`config.mk`:
```
export PLATFORM = sky130hd
export DESIGN_NAME = flash_burst_host_flat
export DESIGN_NICKNAME = d
export VERILOG_FILES = /design/src/flash_burst_pkg.sv /design/src/flash_link.sv /design/src/flash_burst_host.sv /design/src/flat_wrapper.sv
export SDC_FILE = /design/constraint.sdc
export NUM_CORES = 1
export LEC_CHECK = 0
export BUFFER_PORTS_ARGS = -buffer_cell sky130_fd_sc_hd__buf_4
export CORE_MARGIN = 3
export CORE_UTILIZATION = 60
export CTS_CLUSTER_DIAMETER = 50
export CTS_CLUSTER_SIZE = 12
export DETAILED_ROUTE_END_ITERATION = 16
export PLACE_DENSITY = 0.78
export RECOVER_POWER = 50
export SLEW_MARGIN = 20
export SYNTH_ARGS = -nofsm -noshare
export SYNTH_HDL_FRONTEND = slang
export SYNTH_SLANG_ARGS = --single-unit
export TNS_END_PERCENT = 10
```
`constraint.sdc`:
```
create_clock -name clock -period 3.9 [get_ports clock]
set_input_delay 1.17 -clock clock [delete_from_list [all_inputs] [get_ports clock]]
set_output_delay 1.17 -clock clock [all_outputs]
set_load 0.02 [all_outputs]
```
`src/flash_burst_pkg.sv`:
```
package flash_burst_pkg;
    localparam int ADDR_W = 22;
    localparam int DATA_W = 16;
    localparam logic [2:0] WAIT_MIN = 3'h2;
    localparam logic [2:0] WAIT_MAX = 3'h7;
    localparam logic [5:0] BOUNDARY_LAST = 6'h3f;
    localparam logic [3:0] STALL_EDGES = 4'h2;
    localparam int FIFO_WIDTH = 16;
    localparam int FIFO_DEPTH = 32;
    localparam int CLOCK_MHZ = 25;
    localparam int POWERUP_RESET_HOLD_US = 50;
    localparam int POWERUP_RESET_HOLD_CYC = POWERUP_RESET_HOLD_US * CLOCK_MHZ;
    localparam int SUSPEND_TIME_LIMIT_MS = 1;
    localparam int SUSPEND_TIME_LIMIT_CYC = SUSPEND_TIME_LIMIT_MS * 1000 * CLOCK_MHZ;

    typedef enum logic [3:0] {
        DEV_IDLE = 4'h1,
        DEV_WAIT = 4'h2,
        DEV_BURST = 4'h4,
        DEV_STALL = 4'h8
    } dev_state_e;

    typedef enum logic [4:0] {
        HOST_HOLD = 5'h01,
        HOST_IDLE = 5'h02,
        HOST_ADDR = 5'h04,
        HOST_RUN = 5'h08,
        HOST_RESTART = 5'h10
    } host_state_e;
endpackage

```
`src/flash_link.sv`:
```
`timescale 1ns/100ps
interface flash_link;
    logic flash_clk;
    logic reset_n;
    logic ce_n;
    logic oe_n;
    logic addr_valid_strobe_n;
    logic [flash_burst_pkg::ADDR_W-1:0] addr;
    logic [flash_burst_pkg::DATA_W-1:0] data;
    logic data_oe;
    logic ready;

    modport device (
        input flash_clk, reset_n, ce_n, oe_n, addr_valid_strobe_n, addr,
        output data, data_oe, ready
    );
    modport host (
        output flash_clk, reset_n, ce_n, oe_n, addr_valid_strobe_n, addr,
        input data, data_oe, ready
    );
endinterface

```
`src/flash_burst_host.sv`:
```
`timescale 1ns/100ps
////////////////////////////////////////////////////////////////////////////////
module word_fifo #(
    parameter int WIDTH = 16,
    parameter int DEPTH = 32
) (
    input wire logic clock,
    input wire logic rst,
    input wire logic in_valid,
    output logic in_ready,
    input wire logic [WIDTH-1:0] in_data,
    output logic out_valid,
    input wire logic out_ready,
    output logic [WIDTH-1:0] out_data
);
    localparam int AW = $clog2(DEPTH);
    logic [WIDTH-1:0] mem [DEPTH];
    logic [AW-1:0] wr_ptr;
    logic [AW-1:0] rd_ptr;
    logic [AW:0] count;
    logic push;
    logic pop;

    assign in_ready = (count != (AW+1)'(DEPTH));
    assign out_valid = (count != '0);
    assign out_data = mem[rd_ptr];
    assign push = in_valid & in_ready;
    assign pop = out_valid & out_ready;

    always_ff @(posedge clock) begin
        if (rst) begin
            wr_ptr <= '0;
            rd_ptr <= '0;
            count <= '0;
        end else begin
            if (push) begin
                mem[wr_ptr] <= in_data;
                wr_ptr <= (wr_ptr == AW'(DEPTH - 1)) ? '0 : wr_ptr + 1'b1;
            end
            if (pop) begin
                rd_ptr <= (rd_ptr == AW'(DEPTH - 1)) ? '0 : rd_ptr + 1'b1;
            end
            count <= count + (AW+1)'(push) - (AW+1)'(pop);
        end
    end
endmodule

////////////////////////////////////////////////////////////////////////////////
module flash_burst_host #(
    parameter int SUSPEND_LIMIT = flash_burst_pkg::SUSPEND_TIME_LIMIT_CYC
) (
    input wire logic clock,
    input wire logic rst,
    flash_link.host link,
    input wire logic cmd_valid,
    output logic cmd_ready,
    input wire logic [flash_burst_pkg::ADDR_W-1:0] cmd_addr,
    input wire logic [7:0] cmd_len,
    input wire logic active_falling,
    input wire logic ready_timing_select,
    input wire logic linear8,
    output logic rd_valid,
    input wire logic rd_ready,
    output logic [flash_burst_pkg::DATA_W-1:0] rd_data,
    output logic suspended
);
    flash_burst_pkg::host_state_e state;
    flash_burst_pkg::host_state_e next_state;
    logic [10:0] hold_cnt;
    logic [10:0] next_hold_cnt;
    logic [24:0] susp_cnt;
    logic [24:0] next_susp_cnt;
    logic clk_q, next_clk_q;
    logic ce_n_q, next_ce_n_q;
    logic avd_n_q, next_avd_n_q;
    logic reset_n_q, next_reset_n_q;
    logic rdy_seen, next_rdy_seen;
    logic [flash_burst_pkg::ADDR_W-1:0] cur_addr, next_cur_addr;
    logic [7:0] remain, next_remain;
    logic idle_level;
    logic take;
    logic fifo_ready;

    word_fifo #(.WIDTH(flash_burst_pkg::FIFO_WIDTH), .DEPTH(flash_burst_pkg::FIFO_DEPTH)) word_fifo_inst (
        .clock(clock),
        .rst(rst),
        .in_valid(take),
        .in_ready(fifo_ready),
        .in_data(link.data),
        .out_valid(rd_valid),
        .out_ready(rd_ready),
        .out_data(rd_data)
    );

    always_comb begin
        idle_level = active_falling;
        next_state = state;
        next_hold_cnt = hold_cnt;
        next_susp_cnt = susp_cnt;
        next_clk_q = clk_q;
        next_ce_n_q = ce_n_q;
        next_avd_n_q = avd_n_q;
        next_reset_n_q = reset_n_q;
        next_rdy_seen = rdy_seen;
        next_cur_addr = cur_addr;
        next_remain = remain;
        take = 1'b0;
        case (state)
            flash_burst_pkg::HOST_HOLD: begin
                next_reset_n_q = 1'b0;
                // Hold reset low long enough before any access
                if (hold_cnt == 11'(flash_burst_pkg::POWERUP_RESET_HOLD_CYC - 1)) begin
                    next_reset_n_q = 1'b1;
                    next_state = flash_burst_pkg::HOST_IDLE;
                end else begin
                    next_hold_cnt = hold_cnt + 11'h1;
                end
            end
            flash_burst_pkg::HOST_IDLE: begin
                next_clk_q = idle_level;
                if (cmd_valid && cmd_len != 8'h0) begin
                    next_cur_addr = cmd_addr;
                    next_remain = cmd_len;
                    next_ce_n_q = 1'b0;
                    next_avd_n_q = 1'b0;
                    next_state = flash_burst_pkg::HOST_ADDR;
                end
            end
            flash_burst_pkg::HOST_ADDR: begin
                next_clk_q = ~clk_q;
                if (clk_q != idle_level) begin
                    next_avd_n_q = 1'b1;
                    next_rdy_seen = 1'b0;
                    next_state = flash_burst_pkg::HOST_RUN;
                end
            end
            flash_burst_pkg::HOST_RUN: begin
                if (clk_q != idle_level) begin
                    next_clk_q = idle_level;
                end else if (!fifo_ready) begin
                    // Full buffer stops the clock; the device holds its word
                    next_susp_cnt = susp_cnt + 25'h1;
                    if (susp_cnt == 25'(SUSPEND_LIMIT - 1)) begin
                        next_ce_n_q = 1'b1;
                        next_state = flash_burst_pkg::HOST_RESTART;
                    end
                end else begin
                    next_susp_cnt = 25'h0;
                    next_clk_q = ~idle_level;
                    next_rdy_seen = link.ready;
                    take = ready_timing_select ? link.ready : rdy_seen;
                    if (take) begin
                        next_remain = remain - 8'h1;
                        next_cur_addr = linear8
                            ? {cur_addr[flash_burst_pkg::ADDR_W-1:3], 3'(cur_addr[2:0] + 3'h1)}
                            : cur_addr + 22'h1;
                        if (remain == 8'h1) begin
                            // No edge past the last word; the clock parks with the frame
                            next_clk_q = idle_level;
                            next_ce_n_q = 1'b1;
                            next_state = flash_burst_pkg::HOST_IDLE;
                        end
                    end
                end
            end
            flash_burst_pkg::HOST_RESTART: begin
                // Fresh address phase picks up at the next word owed
                next_susp_cnt = 25'h0;
                if (fifo_ready) begin
                    next_ce_n_q = 1'b0;
                    next_avd_n_q = 1'b0;
                    next_state = flash_burst_pkg::HOST_ADDR;
                end
            end
            default: begin
                next_state = flash_burst_pkg::HOST_IDLE;
            end
        endcase
    end

    always_ff @(posedge clock) begin
        if (rst) begin
            state <= flash_burst_pkg::HOST_HOLD;
            hold_cnt <= 11'h0;
            susp_cnt <= 25'h0;
            clk_q <= 1'b0;
            ce_n_q <= 1'b1;
            avd_n_q <= 1'b1;
            reset_n_q <= 1'b0;
            rdy_seen <= 1'b0;
            cur_addr <= '0;
            remain <= 8'h0;
        end else begin
            state <= next_state;
            hold_cnt <= next_hold_cnt;
            susp_cnt <= next_susp_cnt;
            clk_q <= next_clk_q;
            ce_n_q <= next_ce_n_q;
            avd_n_q <= next_avd_n_q;
            reset_n_q <= next_reset_n_q;
            rdy_seen <= next_rdy_seen;
            cur_addr <= next_cur_addr;
            remain <= next_remain;
        end
    end

    assign link.flash_clk = clk_q;
    assign link.reset_n = reset_n_q;
    assign link.ce_n = ce_n_q;
    assign link.oe_n = ce_n_q;
    assign link.addr_valid_strobe_n = avd_n_q;
    assign link.addr = cur_addr;
    assign cmd_ready = (state == flash_burst_pkg::HOST_IDLE);
    assign suspended = (state == flash_burst_pkg::HOST_RUN) && (clk_q == idle_level) && !fifo_ready;
endmodule

```
`src/flat_wrapper.sv`:
```
// flat-port wrapper written by rule: the top's interface ports become plain ports
module flash_burst_host_flat 
#(
    parameter int SUSPEND_LIMIT = flash_burst_pkg::SUSPEND_TIME_LIMIT_CYC
)
  (clock, rst, cmd_valid, cmd_ready, cmd_addr, cmd_len, active_falling, ready_timing_select, linear8, rd_valid, rd_ready, rd_data, suspended, link_flash_clk, link_reset_n, link_ce_n, link_oe_n, link_addr_valid_strobe_n, link_addr, link_data, link_data_oe, link_ready);
  flash_link link_i ();
  input wire logic clock;
  input wire logic rst;
  input wire logic cmd_valid;
  output logic cmd_ready;
  input wire logic [flash_burst_pkg::ADDR_W-1:0] cmd_addr;
  input wire logic [7:0] cmd_len;
  input wire logic active_falling;
  input wire logic ready_timing_select;
  input wire logic linear8;
  output logic rd_valid;
  input wire logic rd_ready;
  output logic [flash_burst_pkg::DATA_W-1:0] rd_data;
  output logic suspended;
  output wire logic [$bits(link_i.flash_clk)-1:0] link_flash_clk;
  output wire logic [$bits(link_i.reset_n)-1:0] link_reset_n;
  output wire logic [$bits(link_i.ce_n)-1:0] link_ce_n;
  output wire logic [$bits(link_i.oe_n)-1:0] link_oe_n;
  output wire logic [$bits(link_i.addr_valid_strobe_n)-1:0] link_addr_valid_strobe_n;
  output wire logic [$bits(link_i.addr)-1:0] link_addr;
  input wire logic [$bits(link_i.data)-1:0] link_data;
  input wire logic [$bits(link_i.data_oe)-1:0] link_data_oe;
  input wire logic [$bits(link_i.ready)-1:0] link_ready;
  assign link_flash_clk = link_i.flash_clk;
  assign link_reset_n = link_i.reset_n;
  assign link_ce_n = link_i.ce_n;
  assign link_oe_n = link_i.oe_n;
  assign link_addr_valid_strobe_n = link_i.addr_valid_strobe_n;
  assign link_addr = link_i.addr;
  assign link_i.data = link_data;
  assign link_i.data_oe = link_data_oe;
  assign link_i.ready = link_ready;
  flash_burst_host #(.SUSPEND_LIMIT(SUSPEND_LIMIT)) u_core (.clock(clock), .rst(rst), .link(link_i), .cmd_valid(cmd_valid), .cmd_ready(cmd_ready), .cmd_addr(cmd_addr), .cmd_len(cmd_len), .active_falling(active_falling), .ready_timing_select(ready_timing_select), .linear8(linear8), .rd_valid(rd_valid), .rd_ready(rd_ready), .rd_data(rd_data), .suspended(suspended));
endmodule
```
==> flow_summary_export.csv, run 1 <==
group,metric,value,unit
power,power_switching_share,0.2387,
yosys,netlist_area,24670,sq um
run_status,outcome,"finished with violations",
floorplan,floorplan.initialDensity,0.6139,
yosys,synth-async-reset-ratio,0,
placement,place_worst_setup_slack,0.1864,ns
detailed_routing,drc_errors,0,
timing,final-hold-violation-count,0,
global_route,antenna_found_initial,2,
detailed_routing,drt_iter0_drc,1843,
global_route,global_routing_met2_resource_utilization,0.4697,
timing,period_share,1.063,
finish,nets,1663,
power,fin_total_pwr,14.88,mW
power,internal-power,11.33,mW
floorplan,die_width,208.8,um
placement,place.gp.congestion,0.8415,
detailed_routing,detailedRoute.firstPassIterationCount,5,
yosys,post-synth-top-area-cell,"edfxtp_1",
yosys,yosys-top-cells-area,"edfxtp_1 (62%), mux4_2 (15%), dfxtp_1 (7.9%)",
hold_path,hp-class,"flop to flop",
detailed_routing,totalWireLength,63000,um
yosys,synthesis.nets,1496,
detailed_routing,final_antenna_net_count,0,
worst_setup_path,required,2.73,ns
worst_setup_path,critPathCaptureType,"output pin",
yosys,yosysWarnings,0,
global_route,grt_first_pass_wirelength,91880,um
clock_network,tritoncts_clock_tree,"done",
timing,fin_tns_setup,-3.536,ns
floorplan,core.rowCount,73,
floorplan,fp.dieH,208.8,um
power,leakage,9.102,nW
yosys,edff_count_synth,512,
finish,layout-drive-gt1-share,0.2494,
detailed_routing,post_drt_wl_per_cell,29.44,um
power,power.share.sequential,0.484,
clock_network,clockRootBuffer,"clkbuf_16",
worst_setup_path,timing.critical_path.fanout_max,8,
timing,tightestPinTransition,1.797,ns
timing,timing.fmax,241.1,MHz
yosys,flop_and_latch_count_out_of_synthesis,609,
floorplan,io_pins,101,
timing,pins_over_their_slew_limit,103,
placement,hpwl,32500,um
worst_setup_path,r2r_setup_slack,1.01,ns
clock_network,h-tree-depth,2,
yosys,yosys_most_used_dff,"edfxtp_1",
worst_setup_path,timing_worst_setup_path_type,"flop to output pin",
clock_network,cts-buffers-inserted,60,
global_route,grt_overflow_total,0,
timing,finClkSkew,0.03245,ns
worst_setup_path,critical_path_arrival,2.98,ns
power,power_switching,3.553,mW
timing,setup_viol_count_final,16,
detailed_routing,dr_total_vias,14430,
finish,area_delta_synth_final,14.80,%
global_route,pin_count_of_the_biggest_net_entering_global_routing,45,
yosys,seq_area_frac_synth,0.7019,
power,max-vdd-ir-drop,0.0003380,V
global_route,grt_use_met1,0.3705,
worst_setup_path,critical_path.startpoint_type,"flop",
global_route,groute.layer.met3.usage,0.05780,
clock_network,path_clk_slew,0.06,ns
yosys,post_synth_inst_count,1418,
floorplan,fp.dieArea,43590,sq um
global_route,track_usage,0.2818,
job,drv.max_cap_violation_count,5,
timing,finalWorstPathRequiredPeriod,4.148,ns
timing,final_critical_path_setup_slack,-0.2476,ns
yosys,ys_types,73,
global_route,globalRoute.busiestLayer,"met2",
yosys,synth_largest_type_area_fraction,0.6232,
finish,mostFrequentLayoutCell,"edfxtp_1",
clock_network,clock_latency,0.64,ns
power,cellPowerDensity,525.4,nW/um^2
global_route,grt_pass1_vias,14670,
floorplan,core_area,40190,sq um
power,comb_power_share,0.147,
power,clockPowerShare,0.369,
detailed_routing,via_per_inst,6.744,
finish,mostFrequentLayoutCells,"edfxtp_1 (512), mux4_2 (160), buf_4 (107), nor2_1 (100), dfxtp_1 (93)",
placement,buffer_ports.inserted,99,
yosys,avgSynthCellArea,17.40,sq um
timing,grt_setup_unrepaired,"yes",
clock_network,clock-sinks,609,
clock_network,clockBufferDepth,3,
run_status,violations,"max-capacitance violations, max-slew violations, negative setup slack",
timing,max-slew-margin-rel,-0.1982,
## layer usage
layer | up-vias | wire length (um)
li1 | 6013 | -
met1 | 7294 | 22980
met2 | 957 | 31370
met3 | 166 | 6078
met4 | 2 | 2567
met5 | - | 8
## sequential cells by signal, indices dropped and copies added (netlist names), named ones only
name                             cells
u_core.rdy_seen                      1
u_core.susp_cnt                     25
u_core.word_fifo_inst.rd_ptr         5
u_core.link.reset_n                  1
u_core.link.ce_n                     1
u_core.remain                        8
u_core.word_fifo_inst.count          6
u_core.word_fifo_inst.mem          512
u_core.hold_cnt                     11
u_core.link.flash_clk                1
u_core.link.addr                    22
u_core.word_fifo_inst.wr_ptr         5
u_core.state                         5
u_core.link.addr_valid_strobe_n      1
## worst paths after layout
path,start,endpoint,depth (start not counted)
min reg2reg,u_core.remain[5],u_core.remain[5],2
max,flop,rd_data[2],6
min,u_core.remain[5],u_core.remain[5],2
max reg2reg,u_core.state[4],u_core.link.addr[4],7
## critical path, stage by stage, from the launching register on
cell     delay, ns
dfxtp_4       0.44
buf_12        0.19
buf_6         0.16
mux4_2        0.50
mux4_2        0.54
mux2_2        0.34
buf_4         0.17
## metrics by stage
step	hold slack (ns)	cells	cell area, sq um	util
2_1_floorplan	0.4409	1418	24670	-
3_3_place_gp	0.4639	2038	26410	0.6571
3_5_place_dp	0.4769	2038	26410	0.6571
4_1_cts	0.4877	2132	28330	0.7050
5_1_grt	0.5135	2138	28320	0.7046
6_report	0.4838	2140	28320	0.7048
## logic make-up (layout without fill, tap and decap cells)
group                      count (synthesis)  in the layout  synth area share
DFF                                      609            609            0.7019
buffers and inverters                     90            284           0.01466
and+or+nand+nor                          319            319           0.06355
adders and majority gates                 23             23           0.01197
xor gates and xnor gates                  31             31           0.01101
muxes                                    179            179            0.1546
other                                      0              3                 0
AOI/OAI and AO/OA                        167            167           0.04230
## layout make-up
class                           instances  area, sq um
Antenna cell                            3        7.507
Clock buffer                           78         1622
Clock inverter                         11        152.6
Fill cell                            2456        11870
Inverter                               22        82.58
Multi-Input combinational cell        719         7019
Sequential cell                       609        17330
Tap cell                              525        656.9
Timing Repair Buffer                  173         1456
## synthesized netlist by cell type (4+ instances only)
master	count
a211oi_1	8
a21oi_1	56
a221oi_1	8
a311oi_1	7
a31oi_1	9
and2_1	4
and3_1	17
buf_1	6
buf_2	16
clkbuf_1	45
dfxtp_1	97
edfxtp_1	512
ha_1	22
inv_1	21
mux2_2	17
mux4_2	160
nand2_1	78
nand3_1	30
nand3b_1	5
nand4_1	12
nor2_1	100
nor2b_1	4
nor3_1	23
nor4_1	7
o21ai_0	44
o31ai_1	5
or3_1	5
or4_1	5
xnor2_1	11
xor2_1	20
## power groups by stage
stage	Combinational [mW]	Sequential, mW	Clock (mW)
finish	2.19	7.20	5.49
global route	2.31	7.21	5.80
CTS	2.09	7.19	5.51
detailed placement	1.94	7.35	0
global placement	1.90	7.35	0
floorplan	1.37	7.30	0
## timing repair
action                     in CTS  in global routing
setup endpoints to repair      16                 16
buffers inserted                4                  2
hold buffers                    0                  0
pin swaps                       0                  0
gates cloned                    1                  3
gates resized for setup        17                  8
No activity file was read; power rests on OpenSTA's default activity.
==> inputs of run 2 (changes only) <==
--- a/config.mk
+++ b/config.mk
@@ -11,7 +11,7 @@
 export CTS_CLUSTER_DIAMETER = 50
 export CTS_CLUSTER_SIZE = 12
 export DETAILED_ROUTE_END_ITERATION = 16
-export PLACE_DENSITY = 0.78
+export PLACE_DENSITY = 0.77
 export RECOVER_POWER = 50
 export SLEW_MARGIN = 20
 export SYNTH_ARGS = -nofsm -noshare
==> run 2 against run 1 <==
The flow still finishes with violations (max-capacitance violations, max-slew violations, negative setup slack). Worst setup slack worse by 0.0098 ns. First-iteration DRC count decreased by 20%. Fmax decreased by 0.24%. Routed wire length fell by 3.9%. Non-clock buffer count unchanged. Combinational power rose by 2%. Die area is the same. Largest power group unchanged. Via count fell by 2.0%. Sequential cell count is the same. Critical path depth is 1 higher. Cell area increased by 0.39%. Global-route usage shrank 0.057 points.
==> flow_summary_export.csv, run 2 (synthesis gave the netlist of run 1 again) <==
group,metric,value,unit
placement,placedInstanceArea,26480,sq um
timing,timing.fmax,240.5,MHz
timing,max-slew-margin-rel,-0.01840,
job,drv.max_cap_violation_count,1,
finish,final.fill_count,2469,
power,fin_total_pwr,14.79,mW
placement,place_worst_setup_slack,0.3435,ns
placement,dpl.cell_count,2036,
timing,hold-worst-slack,0.4887,ns
finish,largest_register,"u_core.word_fifo_inst.mem",
global_route,grt_pass1_vias,14550,
detailed_routing,drc_errors,0,
floorplan,fp.dieArea,43590,sq um
worst_setup_path,critical_path_arrival,2.99,ns
timing,final_critical_path_setup_slack,-0.2574,ns
global_route,antenna_found_initial,3,
floorplan,fp.dieH,208.8,um
detailed_routing,post_drt_wl_per_cell,28.38,um
finish,area_delta_synth_final,15.26,%
clock_network,tritoncts_clock_tree,"done",
global_route,track_usage,0.2812,
power,max-vdd-ir-drop,0.0003915,V
detailed_routing,detailedRoute.firstPassIterationCount,7,
clock_network,path_clk_slew,0.06,ns
finish,mostFrequentLayoutCell,"edfxtp_1",
clock_network,clockBufferDepth,3,
run_status,violations,"max-capacitance violations, max-slew violations, negative setup slack",
timing,finalWorstPathRequiredPeriod,4.157,ns
detailed_routing,drt_iter0_drc,1481,
hold_path,hp-class,"flop to flop",
finish,final_cells,2133,
power,leakage,9.116,nW
clock_network,h-tree-depth,2,
finish,nets,1662,
finish,layout-drive-gt1-share,0.2632,
power,comb_power_share,0.151,
worst_setup_path,critical_path.startpoint_type,"flop",
clock_network,clock-sinks,609,
floorplan,core.rowCount,73,
timing,pins_over_their_slew_limit,33,
placement,hpwl,32540,um
floorplan,floorplan.initialDensity,0.6139,
timing,final-hold-violation-count,0,
timing,fin_tns_setup,-3.344,ns
timing,tightestPinTransition,1.528,ns
worst_setup_path,timing_worst_setup_path_type,"flop to output pin",
global_route,pin_count_of_the_biggest_net_entering_global_routing,45,
power,internal-power,11.29,mW
timing,setup_viol_count_final,16,
finish,largest_reg_flops,512,
floorplan,core_area,40190,sq um
detailed_routing,via_per_inst,6.631,
worst_setup_path,required,2.73,ns
worst_setup_path,timing.critical_path.fanout_max,7,
finish,finalInstanceArea,28430,sq um
finish,mostFrequentLayoutCells,"edfxtp_1 (512), mux4_2 (160), buf_4 (107), dfxtp_1 (93), nor2_1 (80)",
global_route,grt_overflow_total,0,
run_status,outcome,"finished with violations",
clock_network,clock_latency,0.63,ns
timing,period_share,1.066,
floorplan,io_pins,101,
timing,grt_setup_unrepaired,"yes",
power,cellPowerDensity,520.0,nW/um^2
clock_network,hold_buffers,0,
floorplan,die_width,208.8,um
power,power.share.sequential,0.486,
finish,final_core_util,0.7075,
detailed_routing,final_antenna_net_count,0,
clock_network,clockRootBuffer,"clkbuf_16",
clock_network,cts-buffers-inserted,59,
global_route,grt_first_pass_wirelength,91290,um
timing,finClkSkew,0.03725,ns
detailed_routing,dr_total_vias,14140,
power,clockPowerShare,0.363,
worst_setup_path,critPathCaptureType,"output pin",
detailed_routing,totalWireLength,60540,um
power,power_switching_share,0.2366,
placement,buffer_ports.inserted,99,
power,power_switching,3.498,mW
placement,place.gp.congestion,0.8467,
==> run 2: routing by layer <==
metal | up-vias | wire, um | GRT usage
li1 | 6020 | - | -
met1 | 7198 | 21630 | 0.3645
met2 | 787 | 31390 | 0.4757
met3 | 134 | 5663 | 0.06470
met4 | 4 | 1837 | 0.09723
met5 | - | 23 | 0
==> run 2: worst paths after layout <==
| check | from | to | slack, ns | cells past startpoint |
|---|---|---|---|---|
| min reg2reg | u_core.word_fifo_inst.rd_ptr[4] | flop | 0.49 | 2 |
| min | u_core.word_fifo_inst.rd_ptr[4] | flop | 0.49 | 2 |
| max | flop | rd_data[11] | -0.26 | 7 |
| max reg2reg | u_core.word_fifo_inst.count[3] | u_core.link.addr[5] | 0.59 | 11 |
==> run 2: critical path, stage by stage (launching register included) <==
cell and delay [ns]:
dfxtp_4 0.39, buf_16 0.13, buf_16 0.16, buf_16 0.16
mux4_2 0.56, mux4_2 0.52, mux2_4 0.32, buf_6 0.14
==> run 2: repair_timing <==
action,4_1_cts,5_1_grt
resized for setup,26,9
buffers inserted,6,1
cloned,3,2
setup endpoints to repair,16,16
hold endpoints to repair,0,0
==> run 2: area by class of cell <==
cell class | instances | area, sq um | area share
flip-flops and latches | 609 | 17330 | 0.6093
multi-input cells | 719 | 7069 | 0.2486
clock buffers | 74 | 1564 | 0.05500
repair buffers | 173 | 1558 | 0.05478
well taps | 525 | 656.9 | 0.02310
clock inverters | 10 | 175.2 | 0.006160
inverters | 22 | 82.58 | 0.002904
diodes | 1 | 2.502 | 0.00008800
==> run 2: power by group through the flow <==
stage | combinational, mW | sequential (mW) | clock [mW]
2_1_floorplan | 1.37 | 7.30 | 0
4_1_cts | 2.18 | 7.18 | 5.41
6_report | 2.23 | 7.19 | 5.37
3_3_place_gp | 1.96 | 7.32 | 0
3_5_place_dp | 1.99 | 7.32 | 0
5_1_grt | 2.39 | 7.20 | 5.68
